--- src/verilog/rbc_pkg.sv ---
// Package with register map, field layout and types of the baud and bit clock.
`default_nettype none
package rbc_pkg;
    localparam int          AXI_AW          = 8;
    localparam int          AXI_DW          = 32;

    // Register byte addresses.
    localparam logic [7:0]  ADDR_SYSCLK     = 8'h00;
    localparam logic [7:0]  ADDR_CMD_ONE    = 8'h04;
    localparam logic [7:0]  ADDR_CMD_TWO    = 8'h08;
    localparam logic [7:0]  ADDR_STATUS     = 8'h0c;

    // Field positions.
    localparam int          POS_EXT_REF     = 0;
    localparam int          POS_FINE        = 0;
    localparam int          POS_COARSE      = 4;
    localparam int          POS_ENC_EN      = 0;
    localparam int          POS_LINE_CODE   = 1;
    localparam int          POS_TXCLK_EN    = 4;
    localparam int          POS_RXCLK_EN    = 5;

    // Reset values.
    localparam logic [3:0]  RST_FINE        = 4'h0;
    localparam logic [1:0]  RST_COARSE      = 2'h0;
    localparam logic [2:0]  RST_LINE_CODE   = 3'h0;

    // Line codes below this value are NRZ variants; 11x is Miller.
    localparam logic [2:0]  CODE_FIRST_BIPH = 3'h3;

    // Chip prescaler: sixteen coarse stage wraps per chip, mid point at eight.
    localparam logic [3:0]  CHIP_LAST       = 4'hf;
    localparam logic [3:0]  CHIP_MID        = 4'h7;

    // Coarse terminal counts for factors 1, 4, 8 and 16.
    localparam logic [3:0]  COARSE_LAST_00  = 4'h0;
    localparam logic [3:0]  COARSE_LAST_01  = 4'h3;
    localparam logic [3:0]  COARSE_LAST_10  = 4'h7;
    localparam logic [3:0]  COARSE_LAST_11  = 4'hf;

    localparam logic [1:0]  RESP_OKAY       = 2'h0;
    localparam logic [1:0]  RESP_DECERR     = 2'h3;

    typedef struct packed {
        logic       ext_refclk_select;
        logic [3:0] fine_divider_code;
        logic [1:0] coarse_divider_code;
        logic       encoder_enable;
        logic [2:0] line_code_select;
        logic       tx_bitclk_out_enable;
        logic       rx_ext_bitclk_enable;
    } rbc_cfg_t;

    localparam rbc_cfg_t RST_CFG = '{
        ext_refclk_select:    1'b0,
        fine_divider_code:    RST_FINE,
        coarse_divider_code:  RST_COARSE,
        encoder_enable:       1'b0,
        line_code_select:     RST_LINE_CODE,
        tx_bitclk_out_enable: 1'b0,
        rx_ext_bitclk_enable: 1'b0
    };
endpackage
`default_nettype wire

--- src/verilog/rbc_div_stage.sv ---
// Enabled modulo counter used for each stage of the baud divider chain.
`timescale 1ns/100ps
`default_nettype none
module rbc_div_stage (
    input  wire logic       mclk,
    input  wire logic       resetn,
    input  wire logic       en,
    input  wire logic [3:0] last,
    output logic      [3:0] count,
    output logic            wrap
);
    // Wrap is combinational so a chain of stages advances in one cycle.
    assign wrap = en && (count >= last);

    always_ff @(posedge mclk) begin
        if (!resetn) begin
            count <= 4'h0;
        end else if (wrap) begin
            count <= 4'h0;
        end else if (en) begin
            count <= count + 4'h1;
        end
    end
endmodule
`default_nettype wire

--- src/verilog/rbc_baud_bitclk.sv ---
// Baud generator, transmit bit clock output and receive sampling strobe.
`timescale 1ns/100ps
`default_nettype none
// Notes on behaviour
// Bit clock pin runs only when encoder bypassed or an NRZ code chosen.
// Bit clock pin is driven only while its enable bit is set.
// A config bit picks RC oscillator or external clock as reference.
// Chip rate is reference over fine times coarse times sixteen; an external reference is halved first here.
// Fine factor equals the four-bit code plus one, one to sixteen.
// Coarse codes 00, 01, 10, 11 give factors 1, 4, 8, 16.
// Divider gives chip rate; Manchester and Miller bits span two chips.
// Software should program the divider even with external receive clock.
// Receive tolerance depends on code; mid-chip sampling gives the margin.
// Uncoded NRZ without external clock survives ten equal bits at 4%.
// Transceiver drives receive clock pin only if its synchronizer is used.
// Uncoded shifting runs at chip rate, twice data rate for biphase.
// Receive clock enable samples on the external clock instead.
// Bit clock makes one low and one high half per bit, data changes on its falling edge.
module rbc_baud_bitclk
    import rbc_pkg::*;
(
    input  wire logic                 mclk,
    input  wire logic                 resetn,
    input  wire logic                 rc_osc_tick,
    input  wire logic                 ext_clk_tick,
    input  wire logic                 radio_rx_clock_pin,
    output logic                      radio_tx_clock_pin,
    output logic                      radio_tx_clock_oe,
    output logic                      tx_shift_strobe,
    output logic                      rx_sample_strobe,
    output logic                      chip_strobe,
    input  wire logic [rbc_pkg::AXI_AW-1:0] s_axi_awaddr,
    input  wire logic                 s_axi_awvalid,
    output logic                      s_axi_awready,
    input  wire logic [rbc_pkg::AXI_DW-1:0] s_axi_wdata,
    input  wire logic [3:0]           s_axi_wstrb,
    input  wire logic                 s_axi_wvalid,
    output logic                      s_axi_wready,
    output logic      [1:0]           s_axi_bresp,
    output logic                      s_axi_bvalid,
    input  wire logic                 s_axi_bready,
    input  wire logic [rbc_pkg::AXI_AW-1:0] s_axi_araddr,
    input  wire logic                 s_axi_arvalid,
    output logic                      s_axi_arready,
    output logic      [rbc_pkg::AXI_DW-1:0] s_axi_rdata,
    output logic      [1:0]           s_axi_rresp,
    output logic                      s_axi_rvalid,
    input  wire logic                 s_axi_rready
);
    import rbc_pkg::*;

    rbc_cfg_t           cfg;
    logic [AXI_AW-1:0]  wr_addr;
    logic [AXI_DW-1:0]  wr_data;
    logic               have_aw;
    logic               have_w;
    logic               ext_half;
    logic               rx_clk_prev;
    logic               chip_phase;

    // ---------------- AXI4-Lite write path ----------------
    wire take_aw   = s_axi_awvalid && s_axi_awready;
    wire take_w    = s_axi_wvalid && s_axi_wready;
    wire aw_done   = have_aw || take_aw;
    wire w_done    = have_w || take_w;
    wire do_write  = aw_done && w_done && !s_axi_bvalid;
    wire [AXI_AW-1:0] eff_waddr = have_aw ? wr_addr : s_axi_awaddr;
    wire [AXI_DW-1:0] eff_wdata = have_w ? wr_data : s_axi_wdata;
    wire              eff_lane0 = have_w ? 1'b1 : s_axi_wstrb[0];
    wire hit_sysclk_w = (eff_waddr == ADDR_SYSCLK);
    wire hit_cmd1_w   = (eff_waddr == ADDR_CMD_ONE);
    wire hit_cmd2_w   = (eff_waddr == ADDR_CMD_TWO);
    wire hit_stat_w   = (eff_waddr == ADDR_STATUS);
    wire wr_mapped    = hit_sysclk_w || hit_cmd1_w || hit_cmd2_w || hit_stat_w;
    wire wr_lane_ok   = eff_lane0;
    logic lane0_held;

    always_ff @(posedge mclk) begin
        if (!resetn) begin
            have_aw    <= 1'b0;
            have_w     <= 1'b0;
            wr_addr    <= '0;
            wr_data    <= '0;
            lane0_held <= 1'b0;
        end else if (do_write) begin
            have_aw    <= 1'b0;
            have_w     <= 1'b0;
        end else begin
            if (take_aw) begin
                have_aw <= 1'b1;
                wr_addr <= s_axi_awaddr;
            end
            if (take_w) begin
                have_w     <= 1'b1;
                wr_data    <= s_axi_wdata;
                lane0_held <= s_axi_wstrb[0];
            end
        end
    end

    // Held data keeps its own byte enable so a late address still sees it.
    wire lane0 = have_w ? lane0_held : wr_lane_ok;

    always_ff @(posedge mclk) begin
        if (!resetn) begin
            s_axi_awready <= 1'b0;
            s_axi_wready  <= 1'b0;
        end else begin
            s_axi_awready <= !aw_done && !s_axi_bvalid;
            s_axi_wready  <= !w_done && !s_axi_bvalid;
        end
    end

    always_ff @(posedge mclk) begin
        if (!resetn) begin
            s_axi_bvalid <= 1'b0;
            s_axi_bresp  <= RESP_OKAY;
        end else if (do_write) begin
            s_axi_bvalid <= 1'b1;
            s_axi_bresp  <= wr_mapped ? RESP_OKAY : RESP_DECERR;
        end else if (s_axi_bready) begin
            s_axi_bvalid <= 1'b0;
        end
    end

    // Only byte lane 0 carries fields; the status word ignores writes.
    wire cfg_we = do_write && lane0;

    always_ff @(posedge mclk) begin
        if (!resetn) begin
            cfg <= RST_CFG;
        end else if (cfg_we) begin
            if (hit_sysclk_w) begin
                cfg.ext_refclk_select <= eff_wdata[POS_EXT_REF];
            end else if (hit_cmd1_w) begin
                cfg.fine_divider_code   <= eff_wdata[POS_FINE +: 4];
                cfg.coarse_divider_code <= eff_wdata[POS_COARSE +: 2];
            end else if (hit_cmd2_w) begin
                cfg.encoder_enable       <= eff_wdata[POS_ENC_EN];
                cfg.line_code_select     <= eff_wdata[POS_LINE_CODE +: 3];
                cfg.tx_bitclk_out_enable <= eff_wdata[POS_TXCLK_EN];
                cfg.rx_ext_bitclk_enable <= eff_wdata[POS_RXCLK_EN];
            end
        end
    end

    // ---------------- Reference and divider chain ----------------
    // The external clock is halved before use, the RC tick is used as is.
    always_ff @(posedge mclk) begin
        if (!resetn) begin
            ext_half <= 1'b0;
        end else if (ext_clk_tick) begin
            ext_half <= !ext_half;
        end
    end

    wire ref_tick = cfg.ext_refclk_select ? (ext_clk_tick && ext_half)
                                          : rc_osc_tick;

    wire [3:0] coarse_last =
        (cfg.coarse_divider_code == 2'b00) ? COARSE_LAST_00 :
        (cfg.coarse_divider_code == 2'b01) ? COARSE_LAST_01 :
        (cfg.coarse_divider_code == 2'b10) ? COARSE_LAST_10 :
                                             COARSE_LAST_11;

    logic [3:0] fine_count;
    logic [3:0] coarse_count;
    logic [3:0] chip_count;
    logic       fine_wrap;
    logic       coarse_wrap;
    logic       chip_wrap;

    // Terminal count equal to the code gives code plus one steps.
    rbc_div_stage u_fine (
        .mclk   (mclk),
        .resetn (resetn),
        .en     (ref_tick),
        .last   (cfg.fine_divider_code),
        .count  (fine_count),
        .wrap   (fine_wrap)
    );

    rbc_div_stage u_coarse (
        .mclk   (mclk),
        .resetn (resetn),
        .en     (fine_wrap),
        .last   (coarse_last),
        .count  (coarse_count),
        .wrap   (coarse_wrap)
    );

    // Final divide by sixteen yields one chip per wrap.
    rbc_div_stage u_chip (
        .mclk   (mclk),
        .resetn (resetn),
        .en     (coarse_wrap),
        .last   (CHIP_LAST),
        .count  (chip_count),
        .wrap   (chip_wrap)
    );

    wire chip_mid = coarse_wrap && (chip_count == CHIP_MID);

    // ---------------- Code dependent bit timing ----------------
    wire code_is_nrz = (cfg.line_code_select < CODE_FIRST_BIPH);
    wire two_chips   = cfg.encoder_enable && !code_is_nrz;

    // Chip phase marks the second chip of a two-chip bit.
    always_ff @(posedge mclk) begin
        if (!resetn) begin
            chip_phase <= 1'b0;
        end else if (!two_chips) begin
            chip_phase <= 1'b0;
        end else if (chip_wrap) begin
            chip_phase <= !chip_phase;
        end
    end

    // Uncoded output shifts every chip, which is twice the data rate of a
    // biphase line code and the data rate of NRZ.
    wire bit_start = chip_wrap && (!two_chips || chip_phase);

    // The pin clock exists only when each bit is exactly one chip.
    wire clk_allowed = cfg.tx_bitclk_out_enable &&
                       (!cfg.encoder_enable || code_is_nrz);

    // Receiver strobe: mid-chip sampling on the internal rate gives the
    // widest margin against rate mismatch; the external pin clock is taken
    // on its rising edge when selected.
    wire rx_ext_rise = radio_rx_clock_pin && !rx_clk_prev;
    wire rx_strobe_n = cfg.rx_ext_bitclk_enable ? rx_ext_rise : chip_mid;

    always_ff @(posedge mclk) begin
        if (!resetn) begin
            rx_clk_prev <= 1'b0;
        end else begin
            rx_clk_prev <= radio_rx_clock_pin;
        end
    end

    // ---------------- Registered outputs ----------------
    always_ff @(posedge mclk) begin
        if (!resetn) begin
            radio_tx_clock_pin <= 1'b0;
            radio_tx_clock_oe  <= 1'b0;
            tx_shift_strobe    <= 1'b0;
            rx_sample_strobe   <= 1'b0;
            chip_strobe        <= 1'b0;
        end else begin
            radio_tx_clock_oe <= clk_allowed;
            if (!clk_allowed) begin
                radio_tx_clock_pin <= 1'b0;
            end else if (bit_start) begin
                radio_tx_clock_pin <= 1'b0;
            end else if (chip_mid) begin
                radio_tx_clock_pin <= 1'b1;
            end
            // New data leaves with the falling edge, stable at the rise.
            tx_shift_strobe  <= bit_start;
            rx_sample_strobe <= rx_strobe_n;
            chip_strobe      <= chip_wrap;
        end
    end

    // ---------------- AXI4-Lite read path ----------------
    wire [AXI_AW-1:0] raddr = s_axi_araddr;
    wire take_ar      = s_axi_arvalid && s_axi_arready;
    wire hit_sysclk_r = (raddr == ADDR_SYSCLK);
    wire hit_cmd1_r   = (raddr == ADDR_CMD_ONE);
    wire hit_cmd2_r   = (raddr == ADDR_CMD_TWO);
    wire hit_stat_r   = (raddr == ADDR_STATUS);

    wire [AXI_DW-1:0] word_sysclk = {31'h0, cfg.ext_refclk_select};
    wire [AXI_DW-1:0] word_cmd1   = {26'h0, cfg.coarse_divider_code,
                                     cfg.fine_divider_code};
    wire [AXI_DW-1:0] word_cmd2   = {26'h0, cfg.rx_ext_bitclk_enable,
                                     cfg.tx_bitclk_out_enable,
                                     cfg.line_code_select,
                                     cfg.encoder_enable};
    wire [AXI_DW-1:0] word_status = {20'h0, chip_count, coarse_count,
                                     chip_phase, cfg.rx_ext_bitclk_enable,
                                     radio_tx_clock_pin, radio_tx_clock_oe};

    wire [AXI_DW-1:0] rd_word =
        hit_sysclk_r ? word_sysclk :
        hit_cmd1_r   ? word_cmd1   :
        hit_cmd2_r   ? word_cmd2   :
        hit_stat_r   ? word_status : '0;
    wire rd_mapped = hit_sysclk_r || hit_cmd1_r || hit_cmd2_r || hit_stat_r;

    always_ff @(posedge mclk) begin
        if (!resetn) begin
            s_axi_arready <= 1'b0;
        end else begin
            s_axi_arready <= !s_axi_rvalid && !take_ar;
        end
    end

    always_ff @(posedge mclk) begin
        if (!resetn) begin
            s_axi_rvalid <= 1'b0;
            s_axi_rdata  <= '0;
            s_axi_rresp  <= RESP_OKAY;
        end else if (take_ar) begin
            s_axi_rvalid <= 1'b1;
            s_axi_rdata  <= rd_word;
            s_axi_rresp  <= rd_mapped ? RESP_OKAY : RESP_DECERR;
        end else if (s_axi_rready) begin
            s_axi_rvalid <= 1'b0;
        end
    end
endmodule
`default_nettype wire

--- config.mk ---
export PLATFORM = sky130hd
export DESIGN_NAME = rbc_baud_bitclk
export DESIGN_NICKNAME = d
export VERILOG_FILES = /design/src/verilog/rbc_pkg.sv /design/src/verilog/rbc_div_stage.sv /design/src/verilog/rbc_baud_bitclk.sv
export SDC_FILE = /design/constraint.sdc
export NUM_CORES = 1
export LEC_CHECK = 0
export BUFFER_PORTS_ARGS = -buffer_cell sky130_fd_sc_hd__buf_2
export CELL_PAD_IN_SITES_DETAIL_PLACEMENT = 1
export CELL_PAD_IN_SITES_GLOBAL_PLACEMENT = 1
export CORE_MARGIN = 4
export CORE_UTILIZATION = 40
export DETAILED_ROUTE_END_ITERATION = 10
export GPL_TIMING_DRIVEN = 0
export PLACE_DENSITY = 0.82
export SLEW_MARGIN = 0
export SYNTH_ARGS = -nofsm -noshare
export SYNTH_HDL_FRONTEND = slang
export SYNTH_SLANG_ARGS = --single-unit
--- constraint.sdc ---
create_clock -name mclk -period 4.4 [get_ports mclk]
set_clock_uncertainty 0.05 [all_clocks]
set_input_delay 0.44 -clock mclk [delete_from_list [all_inputs] [get_ports mclk]]
set_output_delay 0.44 -clock mclk [all_outputs]
set_load 0.1 [all_outputs]
======== Word level (Yosys, flattened, before mapping) ========
Cells that the tools add are included.
Widths: inputs -> output; s select.
cells by class
  $lt $le $gt $ge ......................... 4
  muxes and demuxes ....................... 18
  equal/unequal tests ..................... 9
  add/subtract/negate cells ............... 3
  reduce and logical (&&, ||, !) cells .... 55
  bitwise operators ....................... 5
operator list
  kind                 count
  $mux 12              4
  $eq 8x4->1 const B   4
  $logic_and 1x1->1    18
  $eq 8x3->1 const B   2
  $logic_not 8->1      2
  $add 4x1->4 const B  3
  $mux 4               3
  $logic_not 1->1      11
  $logic_or 1x1->1     10
  $ge 4x4->1           2
  $mux 8               1
  $reduce_and 2->1     4
  $reduce_or 2->1      4
  $mux 1               7
  $mux 6               1
  $not 1->1            5
  $eq 4x3->1 const B   1
  $ge 4x4->1 const B   1
  $mux 2               2
  $reduce_and 4->1     1
  $reduce_bool 2->1    2
  $lt 3x2->1 const B   1
  $reduce_and 3->1     1
  $reduce_or 3->1      1
  other kinds (3)      3
storage, ports and cells
  flip-flop bits (word level) ............. 91
  output and inout bits ................... 46
  input port bits ......................... 62
  word-level logic and storage cells ...... 125

======== Depth between registers and ports, before layout ========
Gate-level depths: netlist of the first run.
  depth after elaboration ................. 9
  depth in mapped cells ................... 9
  mapped depth without buffers ............ 7

======== By module ========
Synthesis of the first run repeated with hierarchy kept, for this count alone.
second synthesis, totals
  cell total of the unflattened synthesis .. 379
  area, all modules ....................... 3542.1 µm²
modules (own cells, without submodules)
  module           cells each  times used  area an instance (µm²)  seq. area each (µm²)
  rbc_baud_bitclk  271         1           2600.0                  1141.1
  rbc_div_stage    36          3           314.1                   80.1

======== Worst setup path after synthesis of the first run ========
No wires, ideal clock.
  kind .................................... register -> register
  start ................................... register s_axi_awready
  end ..................................... register cfg[11] (netlist name)
  required time ........................... 4227 ps
  arrival ................................. 2126 ps
  library setup time ...................... 123 ps
  cell stages (with the launch flop) ...... 7
  path buffers ............................ 1
  slack ................................... 2101 ps
  clock period less this slack ............ 2299 ps
  cell sequence ........................... dfxtp_1 -> a21oi_1 -> a211oi_1 -> o2111ai_1 -> buf_2 -> nand3_1 -> o21ai_0
between the ends
  word-level cells in the longest chain between the ends .. 6
ends and longest elaborated chain
  item                               line                    RTL
  start: declaration                 rbc_baud_bitclk.sv:34   output logic s_axi_awready,
  start signal: assignment           rbc_baud_bitclk.sv:109  s_axi_awready <= !aw_done && !s_axi_bvalid;
  $logic_and 1x1->1                  rbc_baud_bitclk.sv:62   wire take_aw = s_axi_awvalid && s_axi_awready;
  $logic_or 1x1->1                   rbc_baud_bitclk.sv:64   wire aw_done = have_aw || take_aw;
  $logic_and 1x1->1 (2 in a row)     rbc_baud_bitclk.sv:66   wire do_write = aw_done && w_done && !s_axi_bvalid;
  $logic_and 1x1->1                  rbc_baud_bitclk.sv:127  wire cfg_we = do_write && lane0;
  $reduce_and 3->1 (no source line)  n/a
  end: declaration                   rbc_baud_bitclk.sv:52   rbc_cfg_t cfg;
No other way between the ends.
A chain may end at the register's enable or synchronous reset.

======== Final worst setup path of the first run ========
  start ................................... register cfg[10] (netlist name)
  end ..................................... register u_fine.count[1]
between the ends
  word-level cells in the longest chain between the ends .. 3
ends and longest elaborated chain
  item                              line                 RTL
  $ge 4x4->1                        rbc_div_stage.sv:13  assign wrap = en && (count >= last);
  $logic_and 1x1->1                 rbc_div_stage.sv:13
  $reduce_or 2->1 (no source line)  n/a
  end signal: assignment            rbc_div_stage.sv:21  count <= count + 4'h1;
  end: declaration                  rbc_div_stage.sv:9   output logic [3:0] count,
No other way between the ends.

==> results of run 1 <==
worst max-delay path, cell delays in order, from the launching register on:
cell      delay [ns]
dfxtp_1         0.37
inv_1           0.06
ha_1            0.30
a211o_1         0.31
a31oi_1         0.19
or3_1           0.14
clkbuf_2        0.16
clkbuf_1        0.44
nand2_1         0.24
nor2_1          0.16
flip-flops by register name (all words and copies together) (netlist names), 4 cells and up:
name,count
s_axi_rdata,12
u_fine.count,4
u_chip.count,4
wr_addr,8
cfg,13
wr_data,6
u_coarse.count,4
how the worst min path moves through the flow:
stage	end	slack [ns]	cells after the start
after floorplan	cfg[10]	0.40	2
after global placement	s_axi_arready	0.37	1
after detailed placement	s_axi_arready	0.39	1
after CTS	wr_data[2]	0.27	3
after global routing	wr_data[2]	0.29	3
final	wr_data[2]	0.29	3
kinds of logic (layout without fill, tap and decap cells):
| kind of cell | Yosys count | after routing |
|---|---|---|
| simple gates | 120 | 120 |
| xor+xnor | 4 | 4 |
| compound gates | 72 | 72 |
| flops | 69 | 69 |
| mux | 28 | 28 |
| buf+inv | 51 | 123 |
| fa+ha+maj | 11 | 11 |
| other cells | 1 | 20 |
routing by layer:
layer	track usage, %	vias to the layer above
met5	0	-
met3	5.93	17
met2	30.3	80
met1	21.9	1370
li1	-	1400
met4	7.14	0
stage by stage:
stage          total power, uW  hold slack, ns  cells
6_report                  1460           0.285    549
2_1_floorplan              888           0.401    375
3_5_place_dp               938           0.391    533
4_1_cts                   1480           0.268    549
3_3_place_gp               931           0.375    533
5_1_grt                   1530           0.288    549
cells in the final DEF, fill, tap and decap left out, types with 3 or more instances in the layout:
cell / n
inv_1: 11
buf_4: 22
o21ai_0: 16
o311a_1: 5
o21ai_1: 6
or4_1: 5
buf_2: 58
a22o_1: 6
nor2b_1: 4
mux2i_1: 19
dfxtp_1: 69
a21oi_1: 18
o2111ai_1: 3
nand2b_1: 7
xnor2_1: 4
nor2_1: 32
mux2_2: 8
clkbuf_1: 12
conb_1: 20
nand4b_1: 3
and3_1: 3
nand2_1: 24
clkbuf_8: 11
nand3_1: 20
nor3_1: 9
ha_1: 11
final cells by class:
cell class	count	area share, %
Sequential cell	69	35.3
Buffer	39	5.94
Clock buffer	11	3.86
Clock inverter	5	1.47
Multi-Input combinational cell	255	41.9
Inverter	12	1.15
Timing Repair Buffer	56	7.15
Tap cell	102	3.26
power by group through the flow:
stage	sequential (uW)	clock (uW)	combinational, uW
floorplan	708	0	180
global placement	670	0	261
detailed placement	672	0	267
CTS	657	554	268
global route	660	585	285
finish	657	536	268
==> summary.txt, run 1 <==
Outcome
  – Run status: completed

Routing
  – Remaining antenna violation count after routing: 0
  – Met1 Routed Length: 3.73 mm
  – Drt wl/cell: 15.4 um
  – Met3 wire len: 517 um
  – Final WL: 8.46 mm
  – 1st-iter DRT viols: 53
  – Uppermost routed layer: met4
  – Initial DRT Pass Iterations: 4
  – DR vias/cell: 5.22
  – Via count: about 2900
  – Drt drc: 0
  – WL met2: 4.03 mm

Global routing
  – Total grt overflow: 0
  – Initial antenna violation count: 0
  – First-pass GRT wire length: ~14 mm
  – Largest net degree at the start of global routing: 13
  – GR Util All Layers: 18.3%
  – Vias in the first global route: 3012

STA
  – Fin Setup TNS: 0 ns
  – Pins over their slew limit: 0
  – Final setup margin: 1.91 ns
  – Tcrit/Tclk final: 56.6%
  – Tightest Pin Transition: roughly 0.93 ns
  – Final Setup Violations: 0
  – Worst relative slew slack: 37.2%
  – RSZ-0062 raised after global routing: false
  – Final hold violation count: 0
  – Crit path time final: 2.49 ns
  – Achievable Freq: 0.402 GHz

Die
  – Core ar.: 7810 um2
  – # IOs: roughly 110
  – Total die area: 9570 um2
  – Row cnt: 32
  – Die H: 97.9 um
  – Initial Utilization: 41.4%
  – Die width: a little under 100 um

CTS
  – Post-CTS sizing: 0
  – Post-CTS Setup Bufs: 0
  – Clock Tree Buf Depth: 2
  – CTS Hold Buffers Added: 0
  – Clk_lat worst skew: 0.35 ns
  – Clk sinks: 69
  – Clock slew at the register clock pins of the worst setup and hold paths: 0.08 ns
  – CTS tree: built
  – Max H-tree Level: 3
  – CTS root buffer: clkbuf_8
  – CTS Buf Count: 9

Yosys
  – Xor and xnor area share after synthesis: 1.08%
  – Yosys cell types: 50
  – Most frequently used flop master after synthesis: dfxtp_1
  – Synth Area in Simple Gates: 18.9%
  – Sequential area share after synthesis: 42.8%
  – Syn Std Cell Area: 3230 um2
  – Post-Syn Instances: 356
  – #FFs+latches synth: roughly 70
  – Area share of the largest cell type after synthesis: between 40 and 50%
  – Synth cell count leaders: dfxtp_1, nor2_1, nand2_1
  – Most frequent cell after synthesis: dfxtp_1
  – Post-synthesis mux area share: under 10%
  – Adder-Cell Fraction of Synth Area: under 10%
  – EDFF count, synth: 0
  – Largest family of logic cells by synthesized area: simple AND/OR/NAND/NOR gates
  – Synth Area per Inst: 9.07 um2
  – Cell taking the most area after synthesis: dfxtp_1
  – Async set-reset flop share out of synthesis: 0%
  – Compound-Gate Fraction of Synth Area: 14.9%
  – Largest cells by area after synthesis: dfxtp_1, mux2i_1, buf_4, ha_1, nor2_1
  – Yosys warning total: 0

Setup path
  – CP Max Fanout: 10
  – CP startpoint: cfg[10]
  – R2R setup slack: around 1.9 ns
  – Data arrival time of the worst path: 2.71 ns
  – Worst setup path end: u_fine.count[1]
  – Reg2reg start: cfg[10]
  – CP endpoint kind: register
  – Path depth of the worst reg2reg path: 9
  – WS Path Type: reg -> reg
  – Worst Setup Start Kind: register
  – Reg-to-Reg End: u_fine.count[1]
  – Worst Path Required: 4.62 ns

Power and ir drop
  – Net switching power figure: between 400 and 500 uW
  – Total power per unit cell area: 373 nW/um2
  – Static leakage: 0.00177 uW
  – Logic pwr share: between 10% and 20%
  – Clock Power Share: a little under two fifths
  – VDD IR max: 0.155 mV
  – Part of the power in registers: roughly 45%
  – Switching share of total power: 31.2%
  – P_int: 1000 uW

Job
  – Max Cap Violations: 0

Finish
  – Util after Layout: 50.2%
  – Multi-input logic area: ~1600 um2
  – Final instance area: 3920 um2
  – Register area: 1380 um2
  – Area Growth Syn to Fin: 21.3%
  – Layout cell share with drive strength beyond 1: 25.3%
  – # nets final: about 520
  – Fillers: about 950
  – Ant diodes: 0

Placed design
  – Placed inst area: 3710 um2
  – RD Place Congestion: 0.776
  – HPWL after detailed placement: 6.55 mm
  – Input/output buffers: 56
  – Dpl ws: 1.97 ns

Hold path
  – Hold Crit Start: s_axi_wdata[2]
  – HP Class: in -> reg
(Power assumes the default switching activity.)
==> inputs of run 2 (changes only) <==
--- a/config.mk
+++ b/config.mk
@@ -9,10 +9,10 @@
 export CELL_PAD_IN_SITES_DETAIL_PLACEMENT = 1
 export CELL_PAD_IN_SITES_GLOBAL_PLACEMENT = 1
 export CORE_MARGIN = 4
-export CORE_UTILIZATION = 40
+export CORE_UTILIZATION = 37
 export DETAILED_ROUTE_END_ITERATION = 10
 export GPL_TIMING_DRIVEN = 0
-export PLACE_DENSITY = 0.82
+export PLACE_DENSITY = 0.77
 export SLEW_MARGIN = 0
 export SYNTH_ARGS = -nofsm -noshare
 export SYNTH_HDL_FRONTEND = slang
==> constraint.sdc (replaced) <==
create_clock -name mclk -period 2.5 [get_ports mclk]
set_clock_uncertainty 0.05 [all_clocks]
set_input_delay 0.25 -clock mclk [delete_from_list [all_inputs] [get_ports mclk]]
set_output_delay 0.25 -clock mclk [all_outputs]
set_load 0.1 [all_outputs]
==> run 2 against run 1 <==
- clock-buffer cell count rose by 1
- sequential power rose by 77%
- core utilization fell by 3.5 points
- sequential share of layout area rose by 0.19 points
- hold slack got worse by 0.21 ns
- design area fell by 0.54%
- routed wire length fell by 0.50%
- via count fell by 0.87%
- first-iteration DRC count rose by 30%
- power rose by 68%
- critical path depth fell by 1
- largest cell class unchanged
==> summary.txt, run 2 (synthesis gave the netlist of run 1 again) <==
Global routing
  – Largest net degree at the start of global routing: 12 (was 13)
  – Total grt overflow: 0 (unchanged)
  – First-pass GRT wire length: 14.1 mm (about the same)
  – Vias in the first global route: 2958 (was 3012)
  – Initial antenna violation count: 0 (unchanged)
  – GR Util All Layers: 17.3% (was 18.3%)

Placed design
  – Dpl ws: 0.0947 ns (was 1.97 ns)
  – HPWL after detailed placement: 6.47 mm (was 6.55 mm)
  – Input/output buffers: 56 (unchanged)
  – RD Place Congestion: 0.835 (was 0.776)
  – Placed Cells: 536 (was 533)
  – Placed inst area: 3710 um2 (about the same)

Routing
  – Remaining antenna violation count after routing: 0 (unchanged)
  – Drt wl/cell: 15.3 um (was 15.4 um)
  – Final WL: 8.42 mm (was 8.46 mm)
  – Via count: 2842 (was 2867)
  – 1st-iter DRT viols: 69 (was 53)
  – Initial DRT Pass Iterations: 4 (unchanged)
  – DR vias/cell: 5.15 (was 5.22)
  – Drt drc: 0 (unchanged)

CTS
  – CTS Hold Buffers Added: 0 (unchanged)
  – Clock slew at the register clock pins of the worst setup and hold paths: 0.07 ns (was 0.08 ns)
  – CTS tree: built (unchanged)
  – CTS root buffer: clkbuf_8 (unchanged)
  – Clk_lat worst skew: 0.34 ns (was 0.35 ns)
  – Clock Tree Buf Depth: 2 (unchanged)
  – Max H-tree Level: 3 (unchanged)
  – CTS Buf Count: 9 (unchanged)
  – Clk sinks: 69 (unchanged)

STA
  – Achievable Freq: 0.418 GHz (was 0.402 GHz)
  – Final Setup Violations: 0 (unchanged)
  – Crit path time final: 2.39 ns (was 2.49 ns)
  – Final hold violation count: 0 (unchanged)
  – Pins over their slew limit: 0 (unchanged)
  – Fin Setup TNS: 0 ns (unchanged)
  – Final setup margin: 0.107 ns (was 1.91 ns)
  – Tightest Pin Transition: 0.664 ns (was 0.934 ns)
  – Worst relative slew slack: 55.8% (was 37.2%)
  – Tcrit/Tclk final: 95.7% (was 56.6%)

Die
  – Die width: 101 um (was 97.9 um)
  – Initial Utilization: 38.7% (was 41.4%)
  – Core ar.: 8340 um2 (was 7810 um2)
  – Die H: 101 um (was 97.9 um)
  – # IOs: 108 (unchanged)
  – Row cnt: 33 (was 32)
  – Total die area: 10300 um2 (was 9570 um2)

Finish
  – Final instance area: 3900 um2 (was 3920 um2)
  – Ant diodes: 0 (unchanged)
  – Util after Layout: 46.7% (was 50.2%)
  – Largest register FFs: 13 (unchanged)
  – # nets final: 515 (unchanged)
  – Commonest non-fill, non-tap cell in the layout: dfxtp_1 (unchanged)
  – Fillers: 1019 (was 951)
  – Biggest register: cfg (unchanged)
  – Post-Layout Cell Count: 552 (was 549)
  – Top flop regs: cfg: 13 flops, s_axi_rdata: 12 flops, wr_addr: 8 flops (unchanged)
  – Area Growth Syn to Fin: 20.7% (was 21.3%)
  – Most frequent cells in the layout: dfxtp_1, buf_2, nor2_1 (unchanged)
  – Layout cell share with drive strength beyond 1: 25.5% (was 25.3%)

Setup path
  – Worst Setup Start Kind: register (unchanged)
  – CP endpoint kind: register (unchanged)
  – WS Path Type: reg -> reg (unchanged)
  – Worst Path Required: 2.71 ns (was 4.62 ns)
  – Data arrival time of the worst path: 2.61 ns (was 2.71 ns)
  – CP Max Fanout: 6 (was 10)

Power and ir drop
  – VDD IR max: 0.363 mV (was 0.155 mV)
  – Static leakage: 0.00176 uW (was 0.00177 uW)
  – Total power per unit cell area: 629 nW/um2 (was 373 nW/um2)

Job
  – Max Cap Violations: 0 (unchanged)

Outcome
  – Run status: completed (unchanged)

Hold path
  – HP Class: in -> reg (unchanged)
==> run 2: changes by cell type in the layout (fill, tap and decap cells not counted) <==
cell / change
bufinv_16: -1
clkbuf_2: +1
clkinv_2: +1
clkinv_4: -1
clkinvlp_4: +1
inv_6: -1
nor3_1: -1
nor3_2: +1
==> run 2: layout make-up <==
cell class | count | area (um2) | share of cell area (%)
buffer | 39 | 234 | 6.01
clock buffer | 12 | 155 | 3.98
clock inverter | 4 | 22.5 | 0.578
inverter | 12 | 45.0 | 1.16
multi-input combinational | 255 | 1650 | 42.3
sequential | 69 | 1380 | 35.5
tap | 105 | 131 | 3.37
timing repair buffer | 56 | 280 | 7.19
==> run 2: what timing repair did <==
action / 4_1_cts / 5_1_grt
endpoints found under the setup margin: 0 / 9
gates resized for setup: 0 / 3
setup buffers: 0 / 0
==> run 2: final timing paths <==
| kind | from | endpoint | slack (ns) | cells after the start |
|---|---|---|---|---|
| hold / removal | radio_rx_clock_pin | rx_clk_prev | 0.08 | 2 |
| setup reg to reg | u_fine.count[0] | chip_phase | 0.11 | 8 |
| setup / recovery | u_fine.count[0] | chip_phase | 0.11 | 8 |
| hold reg to reg | s_axi_rvalid | s_axi_arready | 0.39 | 1 |
==> run 2: worst max-delay path, cell delays in order, from the launching register on <==
cell and delay [ns]:
dfxtp_1 0.37, inv_1 0.08, ha_1 0.26, nand2b_1 0.09
a31oi_1 0.12, or3_1 0.39, clkbuf_2 0.18, or4_1 0.54
a211oi_1 0.23
==> run 2: layer usage <==
layer | vias to the layer above | GRT usage, % | wire length [um]
li1 | 1400 | - | -
met1 | 1354 | 20.1 | 3700
met2 | 75 | 30.6 | 4140
met4 | 0 | 6.24 | 142
met3 | 13 | 4.48 | 439
met5 | - | 0 | 0
==> run 2: power breakdown <==
group          switching [uW]  internal [uW]  total (uW)
logic                     350            120         470
clock network             415            409         824
registers                24.6           1130        1160
==> run 2: through the flow <==
stage	hold WS, ns	total power [uW]
after detailed placement	0.382	1650
after floorplan	0.322	1560
after global routing	0.0770	2570
final	0.0799	2450
after CTS	0.0776	2480
after global placement	0.371	1640
